==> src/feo_pkg.sv <==
// constants and carrier types for the flash erase-select and ram overlay block
package feo_pkg;

  // widths
  localparam int unsigned REG_ADDR_W = 4;
  localparam int unsigned REG_DATA_W = 16;
  localparam int unsigned CPU_ADDR_W = 24;
  localparam int unsigned LOWER_W    = 8;
  localparam int unsigned UPPER_W    = 8;
  localparam int unsigned BLOCKS     = 12;

  // register offsets on the plain register port
  localparam logic [3:0] OFF_UPPER      = 4'h0;
  localparam logic [3:0] OFF_OVERLAY    = 4'h1;
  localparam logic [3:0] OFF_WRITE_CTRL = 4'h2;

  // upper erase-select register
  localparam logic [7:0] UPPER_RESET = 8'h00;
  localparam logic [7:0] UPPER_MASK  = 8'h0F;

  // overlay control register
  localparam logic [15:0] OVERLAY_RESET = 16'h0000;
  localparam logic [15:0] OVERLAY_MASK  = 16'h000F;
  localparam int unsigned OVL_SEL_BIT   = 3;

  // write-control register fields
  localparam int unsigned SWE_BIT = 0;
  localparam int unsigned PIN_BIT = 1;
  localparam logic        SWE_RESET = 1'b0;

  // flash map: eight 4 kB blocks, one 32 kB block, three 64 kB blocks
  localparam logic [23:0] SMALL_END = 24'h00_8000;
  localparam logic [23:0] MID_END   = 24'h01_0000;
  localparam logic [23:0] LARGE_END = 24'h04_0000;
  localparam logic [3:0]  BLOCK_MID  = 4'h8;
  localparam logic [3:0]  BLOCK_NONE = 4'hF;

  // register bus request
  typedef struct packed {
    logic [3:0]  addr;
    logic [15:0] wdata;
    logic        wr;
    logic        rd;
  } feo_bus_type;

  // cpu access presented for routing
  typedef struct packed {
    logic        valid;
    logic [23:0] addr;
  } feo_cpu_type;

  // routing decision for a cpu access
  typedef struct packed {
    logic        flash_select;
    logic        ram_select;
    logic [11:0] ram_addr;
    logic [3:0]  block;
  } feo_route_type;

endpackage : feo_pkg

==> src/feo_flash_ctrl.sv <==
// upper erase-block select, software write enable and ram overlay control
`timescale 1ns/1ps

//Contract
// - upper select clears on reset, standby modes and write pin low
// - upper select bits held zero while software write enable is clear
// - only blocks whose select bit is one may be erased
// - more than one select bit set clears both select registers
// - flash disabled: upper select reads zero, writes ignored
// - upper select is 8 bits, bits 0-3 blocks 8-11, bits 4-7 zero
// - blocks 0-7 4 kB from zero, block 8 32 kB, 9-11 64 kB
// - overlay register clears on power-on reset and hardware standby
// - overlay register keeps its value across software standby
// - overlay bits 4 to 15 always read zero
// - overlay select one protects every block from program and erase
// - overlay select zero: no emulation, no protection, area don't care
// - area code 0 picks block 0, code 1 picks block 1
// - area codes 2 to 7 pick blocks 2 to 7
// - software write enable can be set only while write pin high
// - write pin low blocks all programming and erasing
module feo_flash_ctrl (
  // clock and reset
  input  wire logic                  i_clock,
  input  wire logic                  i_rstn,
  // register port
  input  wire feo_pkg::feo_bus_type  i_bus,
  output logic [15:0]                o_rdata,
  // device state
  input  wire logic                  i_hw_standby,
  input  wire logic                  i_sw_standby,
  input  wire logic                  i_flash_enabled,
  input  wire logic                  i_flash_write_pin,
  // adjacent erase-select logic
  input  wire logic [7:0]            i_erase_select_lower,
  output logic                       o_lower_clear,
  // protection and erase enables
  output logic [7:0]                 o_erase_select_upper,
  output logic                       o_soft_write_enable,
  output logic                       o_program_erase_allowed,
  output logic [11:0]                o_erase_enable,
  // cpu access routing
  input  wire feo_pkg::feo_cpu_type  i_cpu,
  output feo_pkg::feo_route_type     o_route
);

  // number of ones in the combined select bits
  function automatic logic [3:0] count_ones(input logic [11:0] bits);
    logic [3:0] n;
    n = 4'h0;
    for (int k = 0; k < 12; k++) begin
      n = n + {3'b000, bits[k]};
    end
    return n;
  endfunction : count_ones

  // erase block that holds a cpu address
  function automatic logic [3:0] block_of(input logic [23:0] addr);
    logic [3:0] blk;
    if (addr < feo_pkg::SMALL_END) begin
      blk = {1'b0, addr[14:12]};
    end else if (addr < feo_pkg::MID_END) begin
      blk = feo_pkg::BLOCK_MID;
    end else if (addr < feo_pkg::LARGE_END) begin
      blk = feo_pkg::BLOCK_MID + {2'b00, addr[17:16]};
    end else begin
      blk = feo_pkg::BLOCK_NONE;
    end
    return blk;
  endfunction : block_of

  // state
  logic [7:0]             upper;
  logic [15:0]            overlay;
  logic                   swe;
  logic [7:0]             next_upper;
  logic [15:0]            next_overlay;
  logic                   next_swe;
  logic                   next_lower_clear;
  logic [11:0]            next_erase_enable;
  logic                   next_pe_allowed;
  logic [15:0]            next_rdata;
  feo_pkg::feo_route_type next_route;

  // address decode
  wire logic hit_upper   = (i_bus.addr == feo_pkg::OFF_UPPER);
  wire logic hit_overlay = (i_bus.addr == feo_pkg::OFF_OVERLAY);
  wire logic hit_ctrl    = (i_bus.addr == feo_pkg::OFF_WRITE_CTRL);
  wire logic wr_upper    = i_bus.wr && hit_upper && i_flash_enabled;
  wire logic wr_overlay  = i_bus.wr && hit_overlay;
  wire logic wr_ctrl     = i_bus.wr && hit_ctrl;

  // software write enable: set only with the pin high, dropped when it falls
  wire logic swe_clear = i_hw_standby || !i_flash_write_pin;
  assign next_swe = swe_clear ? 1'b0
                  : wr_ctrl   ? (i_bus.wdata[feo_pkg::SWE_BIT] && i_flash_write_pin)
                  : swe;

  // upper select: write, forced clears, single-bit limit
  wire logic [7:0] upper_written = wr_upper ? (i_bus.wdata[7:0] & feo_pkg::UPPER_MASK)
                                            : upper;
  wire logic upper_forced_zero = i_hw_standby || i_sw_standby
                              || !i_flash_write_pin || !swe;
  wire logic multi_bit = (count_ones({upper_written[3:0], i_erase_select_lower}) > 4'h1);
  assign next_upper = (upper_forced_zero || multi_bit) ? feo_pkg::UPPER_RESET
                                                       : upper_written;
  assign next_lower_clear = multi_bit;

  // overlay control: cleared only by reset or hardware standby
  assign next_overlay = i_hw_standby ? feo_pkg::OVERLAY_RESET
                      : wr_overlay   ? (i_bus.wdata & feo_pkg::OVERLAY_MASK)
                      : overlay;

  // program/erase protection and per-block erase enables
  wire logic emulating = overlay[feo_pkg::OVL_SEL_BIT];
  wire logic [11:0] sel_bits = {upper[3:0], i_erase_select_lower};  // bit k = block k
  assign next_pe_allowed = i_flash_write_pin && swe && !emulating;
  assign next_erase_enable = next_pe_allowed ? sel_bits
                                             : 12'h000;

  // cpu routing: chosen 4 kB block goes to overlay ram while emulating
  wire logic [3:0] cpu_block = block_of(i_cpu.addr);
  wire logic [3:0] area_block = {1'b0, overlay[2:0]};
  wire logic overlay_hit = i_cpu.valid && emulating && (cpu_block == area_block);
  always_comb begin
    next_route.block        = cpu_block;
    next_route.ram_select   = overlay_hit;
    next_route.ram_addr     = i_cpu.addr[11:0];
    next_route.flash_select = i_cpu.valid && !overlay_hit
                           && (cpu_block != feo_pkg::BLOCK_NONE);
  end

  // read data, one cycle after the read strobe
  wire logic [15:0] rd_upper = i_flash_enabled ? {8'h00, upper} : 16'h0000;
  wire logic [15:0] rd_ctrl  = {14'h0000, i_flash_write_pin, swe};
  assign next_rdata = !i_bus.rd   ? 16'h0000
                    : hit_upper   ? rd_upper
                    : hit_overlay ? overlay
                    : hit_ctrl    ? rd_ctrl
                    : 16'h0000;

  // register state
  always_ff @(posedge i_clock or negedge i_rstn) begin
    if (!i_rstn) begin
      upper   <= feo_pkg::UPPER_RESET;
      overlay <= feo_pkg::OVERLAY_RESET;
      swe     <= feo_pkg::SWE_RESET;
    end else begin
      upper   <= next_upper;
      overlay <= next_overlay;
      swe     <= next_swe;
    end
  end

  // registered outputs
  always_ff @(posedge i_clock or negedge i_rstn) begin
    if (!i_rstn) begin
      o_rdata                 <= 16'h0000;
      o_lower_clear           <= 1'b0;
      o_erase_select_upper    <= feo_pkg::UPPER_RESET;
      o_soft_write_enable     <= feo_pkg::SWE_RESET;
      o_program_erase_allowed <= 1'b0;
      o_erase_enable          <= 12'h000;
      o_route                 <= '0;
    end else begin
      o_rdata                 <= next_rdata;
      o_lower_clear           <= next_lower_clear;
      o_erase_select_upper    <= next_upper;
      o_soft_write_enable     <= next_swe;
      o_program_erase_allowed <= next_pe_allowed;
      o_erase_enable          <= next_erase_enable;
      o_route                 <= next_route;
    end
  end

endmodule : feo_flash_ctrl

==> config.mk <==
export PLATFORM = sky130hd
export DESIGN_NAME = feo_flash_ctrl
export DESIGN_NICKNAME = d
export VERILOG_FILES = /design/src/feo_pkg.sv /design/src/feo_flash_ctrl.sv
export SDC_FILE = /design/constraint.sdc
export NUM_CORES = 1
export LEC_CHECK = 0
export ABC_CLOCK_PERIOD_IN_PS = 7900
export BUFFER_PORTS_ARGS = -buffer_cell sky130_fd_sc_hd__buf_2
export CAP_MARGIN = 20
export CORE_MARGIN = 1
export CORE_UTILIZATION = 47
export DETAILED_ROUTE_END_ITERATION = 8
export HOLD_SLACK_MARGIN = 0.03
export PLACE_DENSITY = 0.91
export SYNTH_ARGS = -nofsm -noshare
export SYNTH_HDL_FRONTEND = slang
export SYNTH_SLANG_ARGS = --single-unit
==> constraint.sdc <==
create_clock -name i_clock -period 7.9 [get_ports i_clock]
set_input_delay 1.185 -clock i_clock [delete_from_list [all_inputs] [get_ports i_clock]]
set_output_delay 1.185 -clock i_clock [all_outputs]
set_load 0.03 [all_outputs]
==> summary.txt, run 1 <==
Yosys
  • Most instantiated flip-flop cell in the synthesis netlist: sky130_fd_sc_hd__dfrtp_1
  • Mapped cell area: 2078 µm²
  • Most instantiated cells after synthesis: sky130_fd_sc_hd__dfrtp_1 (46), sky130_fd_sc_hd__nor2_1 (16), sky130_fd_sc_hd__buf_4 (15), sky130_fd_sc_hd__inv_1 (13), sky130_fd_sc_hd__nor3_1 (11)
  • Most frequent cell after synthesis: sky130_fd_sc_hd__dfrtp_1
  • Part of the Yosys area used for sequential elements: 55.39%
  • Parity-gate share of the synthesized area counting xor and xnor cells: less than 1%
  • Post-synthesis cell count: 176
  • Simple-Gate Fraction of Synth Area: 16.74%
  • Area share of fa/ha/maj cells after synthesis: under 10%
  • Leading area contributor after synthesis: sky130_fd_sc_hd__dfrtp_1
  • Number of enable-type register cells in the synthesized netlist: 0
  • Combinational family with the most area after synthesis: simple AND/OR/NAND/NOR gates
  • Multiplexer share of the synthesized area: 4.335%
  • Fraction of registers with async set/reset: 100.0%
  • Netlist cell types: 37
  • Flip-flop and latch count after synthesis: 46
  • Post-synth top area share: a little under three fifths
  • Cell types with the largest area share after synthesis: sky130_fd_sc_hd__dfrtp_1 (55%), sky130_fd_sc_hd__fa_1 (6.7%), sky130_fd_sc_hd__buf_4 (5.4%)
  • Avg Cell Area, Syn: between 10 and 15 µm²
  • Number of warnings printed during yosys synthesis: 0
  • Compound-cell area share of the yosys netlist: under 10%

Timing
  • Finish-stage setup viols: 0
  • RSZ-0062 raised after global routing: false
  • Post-layout min period: roughly 5.2 ns
  • Final number of hold-violating endpoints: 0
  • Worst clock skew on the final layout: 0.007946 ns
  • Setup Total Neg Slack: 0 ns
  • Period utilization: approximately two thirds
  • Final Max Slew Viols: 0
  • Worst max-slew margin expressed relative to the limit: 34.21%
  • Worst slew pin tran: around 1 ns
  • Maximum clock frequency: approximately 190 MHz

Clock network
  • CTS resizes: 0
  • Maximum buffer depth of the clock tree: 2
  • Number of buffers added by the clock tree synthesis step: 5
  • Num Clock Sinks: between 40 and 50
  • Hold buffer count at cts: 0
  • Number of levels in the clock H-tree: 2
  • CTS tree: done
  • CTS root buf: sky130_fd_sc_hd__clkbuf_8
  • Insertion delay of the later-clocked pin in the worst-skew pair: just under 0.3 ns
  • Setup repair bufs after CTS: 0
  • CTS clock-pin slew for the worst setup and hold paths: ~0.08 ns

Place
  • Final Wtd Congestion: 0.7914
  • Port-buffer cells: 93
  • Estimated wirelength of the detail-placed design: between 3 and 4 mm
  • Total cell area at the placement stage: around 2500 µm²

Routing
  • Avg WL per Cell: between 10 and 15 µm
  • Routed via count divided by cell count: slightly below 5
  • 1st-iter DRT viols: just over 70
  • Detailed Route WL: approximately 4.5 mm
  • First-pass iteration count of the detailed router: 4
  • Overall via count from detail_route: around 1600
  • Number of antenna-violating nets in the routed design: 0
  • Post-route DRC: 0

Floorplanning
  • Vert. Die Dim: ~68 µm
  • Die area: around 4700 µm²
  • Die extent in x: between 60 and 70 µm
  • Initial standard-cell utilization of the core: between 50% and 60%
  • Core Region: about 4100 µm²
  • Floorplan row count: 23
  • Number of ports placed on the die boundary: between 100 and 150

Global route
  • Maximum number of pins on one net before global-route repair: 47
  • Global-route wire length before repair: 7.093 mm
  • Antenna violations before repair: 0
  • GR Overflow Total: 0
  • Number of global-route vias before repair: 1584
  • Overall fraction of global-route tracks in use: between 20% and 30%

Setup path
  • Required time at the endpoint of the critical path: about 8 ns
  • Setup Crit Path Kind: input port to register
  • Worst-path cell with the longest stage delay: sky130_fd_sc_hd__fa_1
  • Number of gates on the worst path with buffers counted: 14
  • Number of cell instances on the worst register-to-register path: 11
  • CP Buf/Inv Count: 2
  • Critical path fanouts, max: 10
  • Reg-to-reg slack, setup: approximately 3.9 ns
  • Critical path endpoint category: register
  • Dominant delay contributor by cell family on the critical path: adder cells
  • Nature of the critical path startpoint: input port
  • Critical path cell sequence: buf_2 > nor4b_4 > nand3b_2 > mux2i_1 > fa_1 > fa_1 > fa_1 > fa_1 > inv_1 > ha_1 > fa_1 > and3_1 > o211ai_1 > nor2_1
  • Cell with the most instances on the worst path: sky130_fd_sc_hd__fa_1
  • CP arrival: 5.37 ns
  • Largest stage delay on the critical path: between 0.5 and 0.6 ns

Pwr
  • Sequential Power Share: roughly 50%
  • Share of power burned in the clock network: a little under a third
  • Gate power share: a little under a fifth
  • Pwr dens: between 150 and 200 nW/µm²
  • Worst IR Drop VDD: around 76 µV
  • Leakage dissipation: roughly 1.4 nW
  • Cell internal pwr: roughly 0.00034 W
  • Switching power of the nets: ~0.00014 W
  • Sw Ratio: between 20% and 30%

Min path
  • Hold path depth: 1
  • Tightest Hold Check Type: register to register

Layout
  • Proportion of layout cells with a drive suffix above 1: just under 40%
  • Final antenna diode count: 0
  • Post-synthesis to final-layout area growth: 25.59%
  • Total Nets Final: about 340
  • Finished Cell Area: between 2000 and 3000 µm²

Flow run
  • Max cap viols: 0

Status
  • Outcome: finished clean
## per-layer routing
| layer | routed length (µm) | vias to the layer above | GRT usage, % |
|---|---|---|---|
| li1 | - | 742 | - |
| met1 | 1649 | 764 | 21.80 |
| met4 | 121 | 0 | 11.98 |
| met2 | 2354 | 74 | 37.99 |
| met5 | 0 | - | 0 |
| met3 | 348 | 13 | 6.579 |
## layout by cell type (no fill, tap or decap), types with 5 or more instances in the layout
master	count
sky130_fd_sc_hd__fa_1	7
sky130_fd_sc_hd__dfrtp_1	46
sky130_fd_sc_hd__buf_2	93
sky130_fd_sc_hd__inv_1	13
sky130_fd_sc_hd__conb_1	13
sky130_fd_sc_hd__clkbuf_8	6
sky130_fd_sc_hd__nand2_1	8
sky130_fd_sc_hd__nor2_1	16
sky130_fd_sc_hd__and2_1	5
sky130_fd_sc_hd__mux2i_1	9
sky130_fd_sc_hd__nor3_1	11
## worst reg2reg max path, stage by stage, from the launching register on
cell and delay, ns:
sky130_fd_sc_hd__dfrtp_1 0.43, sky130_fd_sc_hd__mux2i_1 0.27, sky130_fd_sc_hd__fa_1 0.48, sky130_fd_sc_hd__fa_1 0.52, sky130_fd_sc_hd__fa_1 0.43, sky130_fd_sc_hd__fa_1 0.49, sky130_fd_sc_hd__inv_1 0.05, sky130_fd_sc_hd__ha_1 0.22
sky130_fd_sc_hd__fa_1 0.39, sky130_fd_sc_hd__and3_1 0.19, sky130_fd_sc_hd__o211ai_1 0.33, sky130_fd_sc_hd__nor2_1 0.08
## layout make-up
type | count | area [µm²]
clock buffer | 7 | 86.33
fill | 342 | 1505
multi-input combinational | 111 | 790.8
clock inverter | 1 | 5.005
timing repair buffer | 93 | 465.4
inverter | 13 | 48.80
tap | 50 | 62.56
sequential | 46 | 1151
## kinds of logic after synthesis
family,after synthesis
compound gates,14
fa+ha+maj,11
mux,9
flops,46
buf+inv,31
xor+xnor,2
other cells,1
simple gates,62
## state kept, by name (all words and copies together), names as in the netlist
name and count:
o_erase_enable 12, o_erase_select_upper 4, o_lower_clear 1, o_program_erase_allowed 1, o_rdata 5, o_route 18
o_soft_write_enable 1, overlay 4
## power groups by stage
stage	registers [W]	logic (W)	clock network [W]
2_1_floorplan	0.000260	0.0000506	0
3_3_place_gp	0.000248	0.0000868	0
3_5_place_dp	0.000248	0.0000922	0
4_1_cts	0.000244	0.0000927	0.000147
5_1_grt	0.000245	0.000103	0.000158
6_report	0.000243	0.0000913	0.000146
## path summary, 6_finish.rpt
kind | startpoint | endpoint
worst max register to register | o_erase_select_upper[1] | o_erase_select_upper[2]
worst min-delay path | o_erase_select_upper[2] | o_erase_enable[10]
min in group asynchronous | i_rstn | o_route[3]
max in group asynchronous | i_rstn | o_erase_enable[4]
worst max-delay path | i_bus[18] | o_erase_select_upper[2]
worst min register to register | o_erase_select_upper[2] | o_erase_enable[10]
## metrics by stage
step / std cells / util, % / power (W) / hold WS (ns) / setup slack [ns]
3_5_place_dp: 313 / 61.20 / 0.0003402 / 0.5696 / 2.420
6_report: 321 / 63.42 / 0.0004803 / 0.5949 / 2.703
5_1_grt: 321 / 63.42 / 0.0005053 / 0.6027 / 2.496
4_1_cts: 321 / 63.42 / 0.0004830 / 0.5879 / 2.728
2_1_floorplan: 188 / - / 0.0003110 / 0.5288 / 2.810
3_3_place_gp: 313 / 61.20 / 0.0003345 / 0.5428 / 2.565
Note: power is estimated with default switching activity, not from simulation.
==> run 2, diff against run 1 <==
ABC_AREA = 1   (was default)
ABC_CLOCK_PERIOD_IN_PS = 4500   (was 7900)
CORE_UTILIZATION = 39   (was 47)
PLACE_DENSITY = 0.81   (was 0.91)
clock period = 4.5 ns   (was 7.9 ns; I/O delays follow)
==> summary.txt, run 2 <==
Layout
  • Proportion of layout cells with a drive suffix above 1: roughly two fifths
  • Final Util: around 54%
  • Registers with the most flip-flops: o_route: 18 flops, o_erase_enable: 12 flops, o_rdata: 5 flops
  • Max reg flops: 18
  • Post-synthesis to final-layout area growth: 33.15%
  • Top library cells by usage in the layout, fill and taps aside: sky130_fd_sc_hd__buf_2 (93), sky130_fd_sc_hd__dfrtp_1 (46), sky130_fd_sc_hd__inv_1 (33)
  • Final antenna diode count: 0
  • Commonest non-fill, non-tap cell in the layout: sky130_fd_sc_hd__buf_2
  • Total Nets Final: between 300 and 400
  • Largest register by flop count: o_route

Routing
  • Met3 routed WL: ~370 µm
  • Number of antenna-violating nets in the routed design: 0
  • First-pass iteration count of the detailed router: 4
  • Post-route DRC: 0
  • Routed via count divided by cell count: about 4.3
  • Detailed Route WL: a little over 4 mm
  • Overall via count from detail_route: between 1500 and 2000
  • Avg WL per Cell: between 10 and 15 µm
  • Top routing layer in use: met4
  • 1st-iter DRT viols: 60
  • Met2 wirelength from detailed routing: 2.054 mm
  • Met1 wire length: about 1.6 mm

Yosys
  • Leading area contributor after synthesis: sky130_fd_sc_hd__dfrtp_1
  • Post-synthesis cell count: around 200
  • Flip-flop and latch count after synthesis: 46
  • Fraction of registers with async set/reset: 100.0%
  • Most instantiated flip-flop cell in the synthesis netlist: sky130_fd_sc_hd__dfrtp_1
  • Number of enable-type register cells in the synthesized netlist: 0
  • Most instantiated cells after synthesis: sky130_fd_sc_hd__dfrtp_1 (46), sky130_fd_sc_hd__inv_1 (33), sky130_fd_sc_hd__nor2_1 (26), sky130_fd_sc_hd__nand2_1 (21), sky130_fd_sc_hd__buf_4 (15)
  • Number of warnings printed during yosys synthesis: 0
  • Post-synth top area share: roughly 55%
  • Avg Cell Area, Syn: 10.26 µm²
  • Most frequent cell after synthesis: sky130_fd_sc_hd__dfrtp_1
  • Netlist cell types: 25
  • Cell types with the largest area share after synthesis: sky130_fd_sc_hd__dfrtp_1 (55%), sky130_fd_sc_hd__fa_1 (6.7%), sky130_fd_sc_hd__inv_1 (5.9%)
  • Part of the Yosys area used for sequential elements: a little under three fifths
  • Mapped cell area: roughly 2100 µm²

Flow run
  • Max cap viols: 0

Timing
  • Final hold slack: about 0.18 ns
  • Post-layout min period: approximately 4.4 ns
  • Maximum clock frequency: approximately 230 MHz
  • Final Max Slew Viols: 0
  • Finish-stage setup viols: 0
  • Worst clock skew on the final layout: ~0.0048 ns
  • Period utilization: around 97%
  • Final number of hold-violating endpoints: 0

Place
  • Port-buffer cells: 93
  • Final Wtd Congestion: between 0.7 and 0.8
  • Estimated wirelength of the detail-placed design: roughly 3.2 mm

Setup path
  • CP arrival: roughly 4.6 ns
  • Critical path endpoint category: register
  • Critical path fanouts, max: 4
  • Setup Crit Path Kind: input port to register
  • Nature of the critical path startpoint: input port
  • Required time at the endpoint of the critical path: roughly 4.7 ns

Min path
  • Tightest Hold Check Type: input port to asynchronous set/reset pin

Global route
  • Number of global-route vias before repair: 1424
  • Overall fraction of global-route tracks in use: 14.97%
  • Global-route wire length before repair: between 6 and 7 mm
  • Antenna violations before repair: 0
  • GR Overflow Total: 0
  • Maximum number of pins on one net before global-route repair: 47

Floorplanning
  • Vert. Die Dim: 75.09 µm
  • Initial standard-cell utilization of the core: about two fifths
  • Floorplan row count: 26
  • Die area: 5638 µm²
  • Die extent in x: 75.09 µm
  • Core Region: 5140 µm²
  • Number of ports placed on the die boundary: between 100 and 150

Pwr
  • Leakage dissipation: roughly 1.6 nW
  • Worst IR Drop VDD: approximately 160 µV
  • Pwr dens: ~330 nW/µm²

Clock network
  • Maximum buffer depth of the clock tree: 2
  • CTS tree: done
  • Number of buffers added by the clock tree synthesis step: 5
  • CTS root buf: sky130_fd_sc_hd__clkbuf_8
  • CTS clock-pin slew for the worst setup and hold paths: 0.08 ns
  • Number of levels in the clock H-tree: 2
  • Insertion delay of the later-clocked pin in the worst-skew pair: between 0.2 and 0.3 ns
  • Num Clock Sinks: 46

Status
  • Outcome: finished clean
run 2: cell types whose count changed after synthesis, moves of 5 or more:
| cell | change |
|---|---|
| sky130_fd_sc_hd__nor3_1 | -8 |
| sky130_fd_sc_hd__nand2_1 | +13 |
| sky130_fd_sc_hd__nor2_1 | +10 |
| sky130_fd_sc_hd__inv_1 | +20 |
| sky130_fd_sc_hd__nand3_1 | +11 |
| sky130_fd_sc_hd__o21ai_0 | +5 |
| sky130_fd_sc_hd__mux2i_1 | -9 |
run 2: power by group:
part           total, W  internal, W  leakage (nW)  switching (W)
clock network  0.000292     0.000163        0.0579       0.000128
logic          0.000199    0.0000787         0.909       0.000120
registers      0.000432     0.000427         0.584     0.00000537
run 2: layout make-up:
type | instances | area, µm²
fill | 473 | 2366
sequential | 46 | 1151
multi-input combinational | 120 | 749.5
timing repair buffer | 103 | 553.0
inverter | 33 | 123.9
tap | 70 | 87.58
clock buffer | 5 | 68.82
clock inverter | 3 | 40.04
run 2: layer usage:
| metal | global-route usage [%] | up-vias |
|---|---|---|
| met1 | 16.58 | 735 |
| met5 | 0 | - |
| li1 | - | 818 |
| met3 | 4.819 | 6 |
| met4 | 6.289 | 0 |
| met2 | 26.43 | 78 |
run 2: worst max-delay path, stage by stage:
cell and delay (ns):
sky130_fd_sc_hd__buf_2 0.12, sky130_fd_sc_hd__nor3_4 0.23, sky130_fd_sc_hd__nand2_4 0.10, sky130_fd_sc_hd__nor2_8 0.11, sky130_fd_sc_hd__nand2_4 0.07, sky130_fd_sc_hd__o21ai_2 0.15, sky130_fd_sc_hd__fa_1 0.45, sky130_fd_sc_hd__fa_1 0.53
sky130_fd_sc_hd__fa_1 0.45, sky130_fd_sc_hd__fa_1 0.50, sky130_fd_sc_hd__inv_1 0.05, sky130_fd_sc_hd__ha_2 0.17, sky130_fd_sc_hd__fa_1 0.44, sky130_fd_sc_hd__nor3_2 0.24, sky130_fd_sc_hd__nand3_2 0.15, sky130_fd_sc_hd__nor2_1 0.14
run 2: path summary, 6_finish.rpt:
path | startpoint | to | slack, ns | cells after the start
worst max register to register | o_erase_select_upper[1] | o_erase_select_upper[0] | 0.67 | 13
min in group i_clock | i_cpu[2] | o_route[6] | 0.48 | 1
worst min-delay path | i_rstn | o_route[13] | 0.18 | 1
worst max-delay path | i_bus[20] | o_erase_select_upper[0] | 0.14 | 16
max in group asynchronous | i_rstn | o_route[2] | 3.90 | 2
worst min register to register | overlay[3] | o_program_erase_allowed | 0.56 | 1
run 2: cell families (layout without fill, tap and decap cells):
family          count (synthesis)  in the layout  share of synthesized area, %
buf+inv                        49            144                         11.53
simple gates                   73             73                         17.18
other cells                     1             13                        0.1800
flops                          46             46                         55.26
fa+ha+maj                      11             11                         9.129
compound gates                 23             23                         6.727
run 2: through the flow:
stage | worst slack [ns] | std cells | TNS [ns] | power (W) | area, µm²
3_3_place_gp | -0.1583 | 370 | -0.6896 | 0.0006232 | 2625
2_1_floorplan | 0.08310 | 215 | 0 | 0.0005605 | 2128
3_5_place_dp | -0.2395 | 370 | -1.066 | 0.0006297 | 2625
6_report | 0.1426 | 380 | 0 | 0.0009227 | 2774
4_1_cts | 0.02668 | 378 | 0 | 0.0009239 | 2734
5_1_grt | -0.009738 | 380 | -0.01161 | 0.0009751 | 2774
run 2: timing repair:
action / CTS / global route
resized for setup: 0 / 3
setup endpoints to repair: 0 / 5
hold buffers: 0 / 0
setup buffers: 0 / 1
==> run 3, diff against run 2 <==
PLACE_DENSITY = 0.75   (was 0.81)
==> summary.txt, run 3 (synthesis gave the netlist of run 2 again) <==
Setup path
  • Required time at the endpoint of the critical path: between 4 and 5 ns
  • Launch point of the worst reg-to-reg path: o_erase_select_upper[1]
  • Nature of the critical path startpoint: input port
  • Number of cell instances on the worst register-to-register path: 13
  • Reg-to-reg slack, setup: about 0.64 ns
  • Critical path endpoint category: register
  • CP arrival: around 4.6 ns
  • Capture point of the worst reg-to-reg path: o_erase_select_upper[3]
  • Critical path fanouts, max: 4
  • Setup Crit Path Kind: input port to register

Layout
  • Max reg flops: 18
  • Commonest non-fill, non-tap cell in the layout: sky130_fd_sc_hd__buf_2
  • Final Util: 54.02%
  • Post-synthesis to final-layout area growth: 33.27%
  • Proportion of layout cells with a drive suffix above 1: between 40% and 50%
  • Total Nets Final: 380
  • Filler cell count in the final layout: around 470
  • Final antenna diode count: 0
  • Top library cells by usage in the layout, fill and taps aside: sky130_fd_sc_hd__buf_2 (93), sky130_fd_sc_hd__dfrtp_1 (46), sky130_fd_sc_hd__inv_1 (33)
  • Total area of multi-input combinational cells: roughly 760 µm²
  • Area occupied by registers: between 1000 and 1500 µm²
  • Registers with the most flip-flops: o_route: 18 flops, o_erase_enable: 12 flops, o_rdata: 5 flops
  • Largest register by flop count: o_route

Routing
  • First-pass iteration count of the detailed router: 4
  • Post-route DRC: 0
  • Overall via count from detail_route: 1627
  • Number of antenna-violating nets in the routed design: 0
  • Met2 wirelength from detailed routing: approximately 2 mm
  • Routed via count divided by cell count: ~4.3
  • Detailed Route WL: approximately 4.2 mm
  • Met1 wire length: around 1.7 mm
  • Avg WL per Cell: about 11 µm
  • Top routing layer in use: met4
  • Met3 routed WL: around 400 µm
  • 1st-iter DRT viols: 39

Place
  • Estimated wirelength of the detail-placed design: approximately 3.3 mm
  • Port-buffer cells: 93
  • Final Wtd Congestion: about 0.78

Clock network
  • CTS root buf: sky130_fd_sc_hd__clkbuf_8
  • Setup repair bufs after CTS: 0
  • CTS resizes: 0
  • Maximum buffer depth of the clock tree: 2
  • Num Clock Sinks: between 40 and 50
  • CTS clock-pin slew for the worst setup and hold paths: roughly 0.080 ns
  • Insertion delay of the later-clocked pin in the worst-skew pair: roughly 0.30 ns
  • Number of buffers added by the clock tree synthesis step: 5
  • Hold buffer count at cts: 0
  • Number of levels in the clock H-tree: 2
  • CTS tree: done

Global route
  • Overall fraction of global-route tracks in use: 16.01%
  • Antenna violations before repair: 0
  • Maximum number of pins on one net before global-route repair: 47
  • Number of global-route vias before repair: approximately 1500
  • Global-route wire length before repair: about 6.6 mm
  • GR Overflow Total: 0

Timing
  • Final Max Slew Viols: 0
  • Setup Total Neg Slack: 0 ns
  • Finish-stage setup viols: 0
  • Post-layout min period: 4.363 ns
  • Maximum clock frequency: about 230 MHz
  • Worst clock skew on the final layout: ~0.0096 ns
  • Final number of hold-violating endpoints: 0
  • Period utilization: a little over nine tenths

Pwr
  • Worst IR Drop VDD: about 140 µV
  • Leakage dissipation: between 1.5 and 2 nW
  • Pwr dens: approximately 330 nW/µm²

Floorplanning
  • Core Region: just over 5000 µm²
  • Vert. Die Dim: 75.09 µm
  • Die extent in x: between 70 and 80 µm
  • Floorplan row count: 26
  • Die area: between 5000 and 6000 µm²
  • Initial standard-cell utilization of the core: ~41%
  • Number of ports placed on the die boundary: 118

Flow run
  • Max cap viols: 0

Min path
  • Tightest Hold Check Type: input port to asynchronous set/reset pin

Status
  • Outcome: finished clean
-- run 3: cell types whose count changed in the layout (fill, tap and decap cells not counted), sizes merged --
cell  before  now
buf      103  102
-- run 3: critical path, stage by stage --
cell and delay (ns):
sky130_fd_sc_hd__buf_2 0.12, sky130_fd_sc_hd__nor3_4 0.23, sky130_fd_sc_hd__nand2_4 0.09, sky130_fd_sc_hd__nor2_8 0.11, sky130_fd_sc_hd__nand2_4 0.07, sky130_fd_sc_hd__nand2_2 0.08
sky130_fd_sc_hd__o21ai_4 0.07, sky130_fd_sc_hd__fa_1 0.49, sky130_fd_sc_hd__fa_1 0.44, sky130_fd_sc_hd__fa_1 0.50, sky130_fd_sc_hd__fa_1 0.50, sky130_fd_sc_hd__inv_1 0.04
sky130_fd_sc_hd__ha_2 0.18, sky130_fd_sc_hd__fa_1 0.46, sky130_fd_sc_hd__nor3_2 0.25, sky130_fd_sc_hd__nand3_2 0.15, sky130_fd_sc_hd__nor2_1 0.13
-- run 3: layer usage --
| metal | vias up | global-route usage, % |
|---|---|---|
| li1 | 808 | - |
| met1 | 745 | 20.14 |
| met2 | 67 | 24.52 |
| met3 | 7 | 6.158 |
| met4 | 0 | 7.128 |
| met5 | - | 0 |
-- run 3: layout make-up --
class	instances	area share, %
timing repair buffer	102	19.65
clock inverter	3	1.442
sequential	46	41.46
inverter	33	4.461
clock buffer	5	2.479
multi-input combinational	120	27.35
tap	70	3.155
-- run 3: through the flow --
step	cell area, µm²	setup slack (ns)	cells	hold WS, ns	power [W]
after floorplan	2128	0.08310	215	0.3794	0.0005605
after global placement	2625	-0.1464	370	0.5276	0.0006231
after detailed placement	2625	-0.2155	370	0.5252	0.0006294
after CTS	2734	0.05855	378	0.4730	0.0009243
after global routing	2776	-0.07036	379	0.3240	0.0009827
final	2776	0.1369	379	0.3017	0.0009266
-- run 3: report_power, final --
part	total, W	switching, W	leakage (nW)	internal [W]
Clock	0.000292	0.000129	0.0579	0.000163
Sequential	0.000432	0.00000478	0.584	0.000427
Combinational	0.000203	0.000124	0.903	0.0000790
-- run 3: how the worst max path moves through the flow --
stage	slack, ns	from	end	cells after the start
after floorplan	0.08	i_bus[18]	o_erase_select_upper[0]	16
after global placement	-0.15	i_bus[18]	o_erase_select_upper[0]	16
after detailed placement	-0.22	i_bus[18]	o_erase_select_upper[3]	16
after CTS	0.06	i_bus[18]	o_erase_select_upper[3]	16
after global routing	-0.07	i_bus[18]	o_erase_select_upper[2]	17
final	0.14	i_bus[18]	o_erase_select_upper[3]	17
